[config.mk]
export PLATFORM = sky130hd
export DESIGN_NAME = mdpa_top
export DESIGN_NICKNAME = d
export VERILOG_FILES = /design/src/design/mdpa_pkg.sv /design/src/design/mdpa_match_if.sv /design/src/design/mdpa_top.sv /design/src/design/mdpa_addr_check.sv
export SDC_FILE = /design/constraint.sdc
export NUM_CORES = 1
export LEC_CHECK = 0
export BUFFER_PORTS_ARGS = -buffer_cell sky130_fd_sc_hd__buf_2
export CAP_MARGIN = 30
export CORE_ASPECT_RATIO = 0.75
export CORE_MARGIN = 5
export CORE_UTILIZATION = 50
export DETAILED_ROUTE_END_ITERATION = 7
export MAX_ROUTING_LAYER = met4
export PLACE_DENSITY_LB_ADDON = 0.05
export SYNTH_ARGS = -nofsm -noshare
export SYNTH_HDL_FRONTEND = slang
export SYNTH_HIERARCHICAL = 1
export SYNTH_SLANG_ARGS = --single-unit
[constraint.sdc]
create_clock -name clock -period 4.53 [get_ports clock]
set_clock_uncertainty 0.15 [all_clocks]
set_input_delay 0.906 -clock clock [delete_from_list [all_inputs] [get_ports clock]]
set_output_delay 0.906 -clock clock [all_outputs]
set_load 0.01 [all_outputs]
[src/design/mdpa_pkg.sv]
package mdpa_pkg;

    localparam int unsigned ADDR_W = 6;
    localparam int unsigned CODE_W = 16;

    localparam logic [ADDR_W-1:0] POLL_ADDR_RST = 6'h00;
    localparam logic [ADDR_W-1:0] POLL_MAX_REV5 = 6'h0F;
    localparam logic [ADDR_W-1:0] POLL_MAX_REV7 = 6'h3F;

    // Loop DAC codes, full scale 0 mA to 25 mA.
    localparam logic [CODE_W-1:0] LOOP_4MA_CODE   = 16'h28F6;
    localparam logic [CODE_W-1:0] LOOP_ALARM_HI   = 16'hD70A;
    localparam logic [CODE_W-1:0] LOOP_ALARM_LO   = 16'h2452;

    typedef enum logic {
        MDPA_PV_PRESSURE,
        MDPA_PV_SCALED
    } mdpa_pv_src_t;

    typedef struct packed {
        logic [ADDR_W-1:0] poll_addr;
        logic              wr_ack;
        logic              wr_nak;
        logic              cmd_accept;
        logic [CODE_W-1:0] loop_code;
        logic              alarm_on;
        logic              fail_status;
        logic              sw_meta;
        logic              sw_sync;
    } mdpa_state_t;

endpackage

[src/design/mdpa_match_if.sv]
`timescale 1ns/1ns
`default_nettype none
interface mdpa_match_if;
    import mdpa_pkg::*;
    logic [ADDR_W-1:0] poll_addr;
    logic              rev7;
    logic [ADDR_W-1:0] wr_addr;
    logic [ADDR_W-1:0] cmd_addr;
    logic              wr_ok;
    logic              cmd_hit;

    modport ctrl (
        output poll_addr,
        output rev7,
        output wr_addr,
        output cmd_addr,
        input  wr_ok,
        input  cmd_hit
    );

    modport chk (
        input  poll_addr,
        input  rev7,
        input  wr_addr,
        input  cmd_addr,
        output wr_ok,
        output cmd_hit
    );
endinterface
`default_nettype wire

[src/design/mdpa_top.sv]
// Summary of operation
// RL1 - Start at address zero, loop follows measurement.
// RL2 - Nonzero address enables multidrop; limit 15 or 63.
// RL3 - Multidrop parks loop output at 4 mA.
// RL4 - Multidrop suppresses the alarm current level.
// RL5 - Multidrop reports failures only as digital status.
// RL6 - Answer commands only carrying own address.
// RL7 - Host gives each transmitter a unique address.
// RL8 - Analog output follows the selected primary variable.
// RL9 - Out-of-range address is refused, old kept.
`timescale 1ns/1ns
`default_nettype none
module mdpa_top
    import mdpa_pkg::*;
(
    input  wire logic              clock,
    input  wire logic              rst,
    input  wire logic              clk_en,
    input  wire logic              rev7_mode,
    input  wire logic              addr_wr_valid,
    input  wire logic [ADDR_W-1:0] addr_wr_data,
    output logic                   addr_wr_ack,
    output logic                   addr_wr_nak,
    output logic [ADDR_W-1:0]      poll_addr,
    output logic                   multidrop,
    input  wire logic              cmd_valid,
    input  wire logic [ADDR_W-1:0] cmd_addr,
    output logic                   cmd_accept,
    input  wire mdpa_pv_src_t      primary_variable_src,
    input  wire logic [CODE_W-1:0] pressure_code,
    input  wire logic [CODE_W-1:0] scaled_code,
    input  wire logic              fail_detect,
    input  wire logic              alarm_upscale_pin,
    input  wire logic              fail_status_clr,
    output logic                   fail_status,
    output logic                   alarm_current,
    output logic [CODE_W-1:0]      loop_code
);
    mdpa_state_t       st_r;
    mdpa_state_t       st_nxt;
    logic [CODE_W-1:0] pv_code;
    logic              md_now;

    mdpa_match_if m ();

    assign m.poll_addr = st_r.poll_addr;
    assign m.rev7      = rev7_mode;
    assign m.wr_addr   = addr_wr_data;
    assign m.cmd_addr  = cmd_addr;

    mdpa_addr_check u_check (
        .m (m.chk)
    );

    always_comb begin
        st_nxt = st_r;
        md_now = (st_r.poll_addr != POLL_ADDR_RST); // RL2
        pv_code = (primary_variable_src == MDPA_PV_SCALED) ? scaled_code
                                                           : pressure_code; // RL8
        if (clk_en) begin
            st_nxt.sw_meta    = alarm_upscale_pin;
            st_nxt.sw_sync    = st_r.sw_meta;
            st_nxt.wr_ack     = 1'b0;
            st_nxt.wr_nak     = 1'b0;
            st_nxt.cmd_accept = cmd_valid && m.cmd_hit; // RL6
            if (addr_wr_valid) begin
                if (m.wr_ok) begin
                    st_nxt.poll_addr = addr_wr_data; // RL2
                    st_nxt.wr_ack    = 1'b1;
                end else begin
                    st_nxt.wr_nak = 1'b1; // RL9
                end
            end
            // A failure in the same cycle as the clear keeps the flag set.
            if (fail_status_clr) begin
                st_nxt.fail_status = 1'b0;
            end
            if (fail_detect) begin
                st_nxt.fail_status = 1'b1; // RL5
            end
            if (md_now) begin
                st_nxt.loop_code = LOOP_4MA_CODE; // RL3
                st_nxt.alarm_on  = 1'b0; // RL4
            end else if (fail_detect) begin
                st_nxt.loop_code = st_r.sw_sync ? LOOP_ALARM_HI : LOOP_ALARM_LO;
                st_nxt.alarm_on  = 1'b1;
            end else begin
                st_nxt.loop_code = pv_code; // RL1
                st_nxt.alarm_on  = 1'b0;
            end
        end
    end

    always_ff @(posedge clock or posedge rst) begin
        if (rst) begin
            st_r.poll_addr   <= POLL_ADDR_RST; // RL1
            st_r.wr_ack      <= 1'b0;
            st_r.wr_nak      <= 1'b0;
            st_r.cmd_accept  <= 1'b0;
            st_r.loop_code   <= LOOP_4MA_CODE;
            st_r.alarm_on    <= 1'b0;
            st_r.fail_status <= 1'b0;
            st_r.sw_meta     <= 1'b0;
            st_r.sw_sync     <= 1'b0;
        end else begin
            st_r <= st_nxt;
        end
    end

    assign addr_wr_ack   = st_r.wr_ack;
    assign addr_wr_nak   = st_r.wr_nak;
    assign poll_addr     = st_r.poll_addr;
    assign multidrop     = md_now;
    assign cmd_accept    = st_r.cmd_accept;
    assign fail_status   = st_r.fail_status;
    assign alarm_current = st_r.alarm_on;
    assign loop_code     = st_r.loop_code;
endmodule
`default_nettype wire

[src/design/mdpa_addr_check.sv]
`timescale 1ns/1ns
`default_nettype none
module mdpa_addr_check
    import mdpa_pkg::*;
(
    mdpa_match_if.chk m
);
    logic [ADDR_W-1:0] limit;

    // Zero is always legal so that a multidrop unit can return to analog service.
    always_comb begin
        limit = m.rev7 ? POLL_MAX_REV7 : POLL_MAX_REV5; // RL2
        m.wr_ok = (m.wr_addr <= limit); // RL9
        m.cmd_hit = (m.cmd_addr == m.poll_addr); // RL6
    end
endmodule
`default_nettype wire

==> flow_summary_export.csv <==
group,metric,value,unit
synth,synth.cell_area,1710,um^2
sta,period_share,59.3,%
floorplanning,placement_rows,18,
worst_setup_path,setup.worst_path.class,"register to output pin",
synth,synth-seq-area-share,43.1,%
worst_setup_path,critical_path_depth,4,
sta,finalHoldViolations,0,
global_route,antenna_found_initial,0,
placement,dp_slack,1.96,ns
flow_run,max_capacitance_violation_total,0,
synth,synth_top_cells_by_area,"dfrtp_1, mux2_2, dfstp_2, buf_4, o21ai_0",
final_layout,most-common-layout-cells,"buf_2, dfrtp_1, mux2_2, inv_1, o21ai_0",
cts,ctsHoldBuffers,0,
sta,max-slew-margin-rel,55.4,%
final_layout,final_layout_size_suffix_gt1_share,53.4,%
final_layout,layout-area-overhead-vs-synth,21.6,%
cts,worst_skew_pair_latency,0.27,ns
detailed_routing,totalWireLength,4080,um
placement,dp_hpwl,3110,um
detailed_routing,drt_first_iter_violations,72,
global_route,first_pass_grt_wire_length,6690,um
sta,setup_viol,0,
sta,worst_margin_pin_slew,0.669,ns
worst_setup_path,r2r.worst_path.cells,4,
final_layout,num-nets-final,278,
cts,cts_buffers,5,
synth,library_cell_occupying_the_most_area_in_the_post_synthesis_netlist,"dfrtp_1",
floorplanning,floorplan.die.width,77.5,um
power_and_ir_drop,power.clock.fraction,33.0,%
worst_setup_path,worstSetupEndpointType,"output pin",
synth,yosys_register_bits,29,
power_and_ir_drop,power.share.switching,28.7,%
floorplanning,initial_utilization,51.9,%
detailed_routing,drc,0,
status,run_status,"finished, final reports clean",
power_and_ir_drop,net-switching-power,0.192,mW
synth,yosysWarnings,6,
synth,ys_types,28,
global_route,first_global_vias,1369,
worst_setup_path,cp_slowest_cell,"dfrtp_1",
worst_setup_path,critical_path.max_fanout,10,
floorplanning,core_area,3290,um^2
worst_setup_path,cp_cell_sequence,"nor4_4 -> and2_4 -> inv_4 -> buf_2",
detailed_routing,route.vias.total,1344,
detailed_routing,routed_via_density,5.11,
worst_setup_path,critPathMaxStageDelay,0.44,ns
sta,grt_setup_unrepaired,"no",
sta,fin_hold_ws,0.331,ns
cts,worst_setup_hold_path_clk_slew,0.06,ns
power_and_ir_drop,power_frac_seq,45.8,%
global_route,overflow,0,
placement,final_estimated_routing_congestion_in_global_placement,0.755,
synth,synth_nets,220,
detailed_routing,drt-wirelength-per-cell,15.5,um
floorplanning,top_level_ports,82,
cts,cts_setup_buffers,0,
worst_setup_path,regToRegEndpoint,"loop_code[1]",
power_and_ir_drop,power_per_cell_area,322,nW/um^2
worst_setup_path,r2r_path_start,"poll_addr[5]",
global_route,global_route.usage.total,19.2,%
synth,synthCells,164,
sta,timing.final.crit_period,2.68,ns
detailed_routing,final_antenna_violating_net_count,0,
final_layout,layout_commonest_cell,"buf_2",
cts,cts_buffer_depth,2,
cts,clk_root_buffer_cell,"clkbuf_8",
worst_setup_path,critical_path_buf_inv_count,2,
detailed_routing,drtPass1Iterations,4,
sta,maxClockFrequency,0.372,GHz
synth,syn-mean-instance-area,10.4,um^2
worst_setup_path,critical_path_required,3.47,ns
worst_setup_path,crit_path_end,"multidrop",
final_layout,antenna_cells,0,
synth,fraction_of_post_synthesis_cell_area_in_the_top_cell_type_by_area,30.8,%
power_and_ir_drop,ir_worst_vdd,0.204,mV
worst_setup_path,ff_to_ff_setup_slack,2.77,ns
min_path,holdCritPathClass,"register to register",
power_and_ir_drop,power.internal,0.477,mW
power_and_ir_drop,comb_power_share,21.2,%
sta,finalSetupTns,0,ns
cts,cts_sinks,29,
worst_setup_path,setup.worst_path.start_class,"register",
placement,place.port_buffers,81,
worst_setup_path,timing.critical_path.max_delay_family,"simple AND/OR/NAND/NOR gates",
worst_setup_path,worstPathArrival,1.63,ns
cts,tritoncts_clock_tree,"yes",
global_route,grt_start_max_net_pins,44,
sta,finalWorstSetupSlack,1.85,ns
final_layout,num-fill-cells,293,
worst_setup_path,setup.worst_path.start,"poll_addr[5]",
floorplanning,die_area,4690,um^2
cts,cts.htree.levels,2,
floorplanning,die_height,60.6,um
sta,final-max-slew-violation-count,0,
power_and_ir_drop,leakage_power_summed_over_all_cells,0.982,nW
cts,post_cts.resized_instances,0,
metal layers:
layer | GRT usage (%) | wire length, um | up-vias
met5 | - | 0 | -
met4 | 6.62 | 30 | 0
met3 | 6.38 | 311 | 2
met2 | 30.2 | 2010 | 47
met1 | 23.6 | 1730 | 623
li1 | - | - | 672
stage by stage:
| stage | total power [mW] | util [%] | instance area (um^2) | cells |
|---|---|---|---|---|
| 2_1_floorplan | 0.412 | - | 1710 | 164 |
| 3_3_place_gp | 0.444 | 59.6 | 1960 | 254 |
| 3_5_place_dp | 0.455 | 60.4 | 1990 | 255 |
| 4_1_cts | 0.673 | 63.1 | 2080 | 263 |
| 5_1_grt | 0.709 | 63.1 | 2080 | 263 |
| 6_report | 0.669 | 63.1 | 2080 | 263 |
state kept, by name (all words and copies together) (netlist names):
register and flops:
alarm_current 1, st_r 2, addr_wr_ack 1, loop_code 16
poll_addr 6, fail_status 1, addr_wr_nak 1, cmd_accept 1
logic make-up after synthesis:
family                     synth area share [%]
DFF                                        43.1
muxes                                      15.5
AOI/OAI and AO/OA                          14.6
adders and majority gates                  1.47
buffers and inverters                      15.4
and+or+nand+nor                            6.89
xor gates and xnor gates                   3.08
worst reg2reg max path, stage by stage (launching register included):
cell,delay (ns)
dfrtp_1,0.44
nor4_4,0.44
and2_4,0.26
inv_4,0.07
o32a_1,0.32
synthesized netlist by cell type, drive strengths merged:
master	instances
a21o	1
a31oi	3
and2	1
buf	24
clkbuf	7
dfrtp	21
dfstp	8
ha	2
inv	15
mux2	19
mux2i	5
nand2	9
nand3	2
nand4	2
nor2	4
nor2b	1
nor3	1
nor4	1
o2111ai	5
o21a	4
o21ai	13
o22ai	2
o32a	1
o32ai	7
xnor2	4
xor2	2
power by group through the flow:
stage               sequential [mW]  combinational, mW  clock, mW
floorplan                     0.306              0.106          0
global placement              0.310              0.134          0
detailed placement            0.311              0.143          0
CTS                           0.307              0.144      0.222
global route                  0.310              0.159      0.240
finish                        0.307              0.142      0.221
worst min-delay path by stage:
stage | from | to | depth (start not counted)
2_1_floorplan | loop_code[13] | loop_code[13] | 2
3_3_place_gp | fail_status | fail_status | 2
3_5_place_dp | fail_status | fail_status | 2
4_1_cts | fail_status | fail_status | 2
5_1_grt | loop_code[4] | loop_code[4] | 2
6_report | fail_status | fail_status | 2
cell type report:
| type | instances | area (um^2) | area share, % |
|---|---|---|---|
| multi-input cells | 89 | 708 | 34.1 |
| inverters | 15 | 58.8 | 2.83 |
| clock buffers | 8 | 90.1 | 4.34 |
| well taps | 40 | 50.0 | 2.41 |
| flip-flops and latches | 29 | 736 | 35.4 |
| repair buffers | 82 | 433 | 20.9 |
Note: power is estimated with default switching activity, not from simulation.
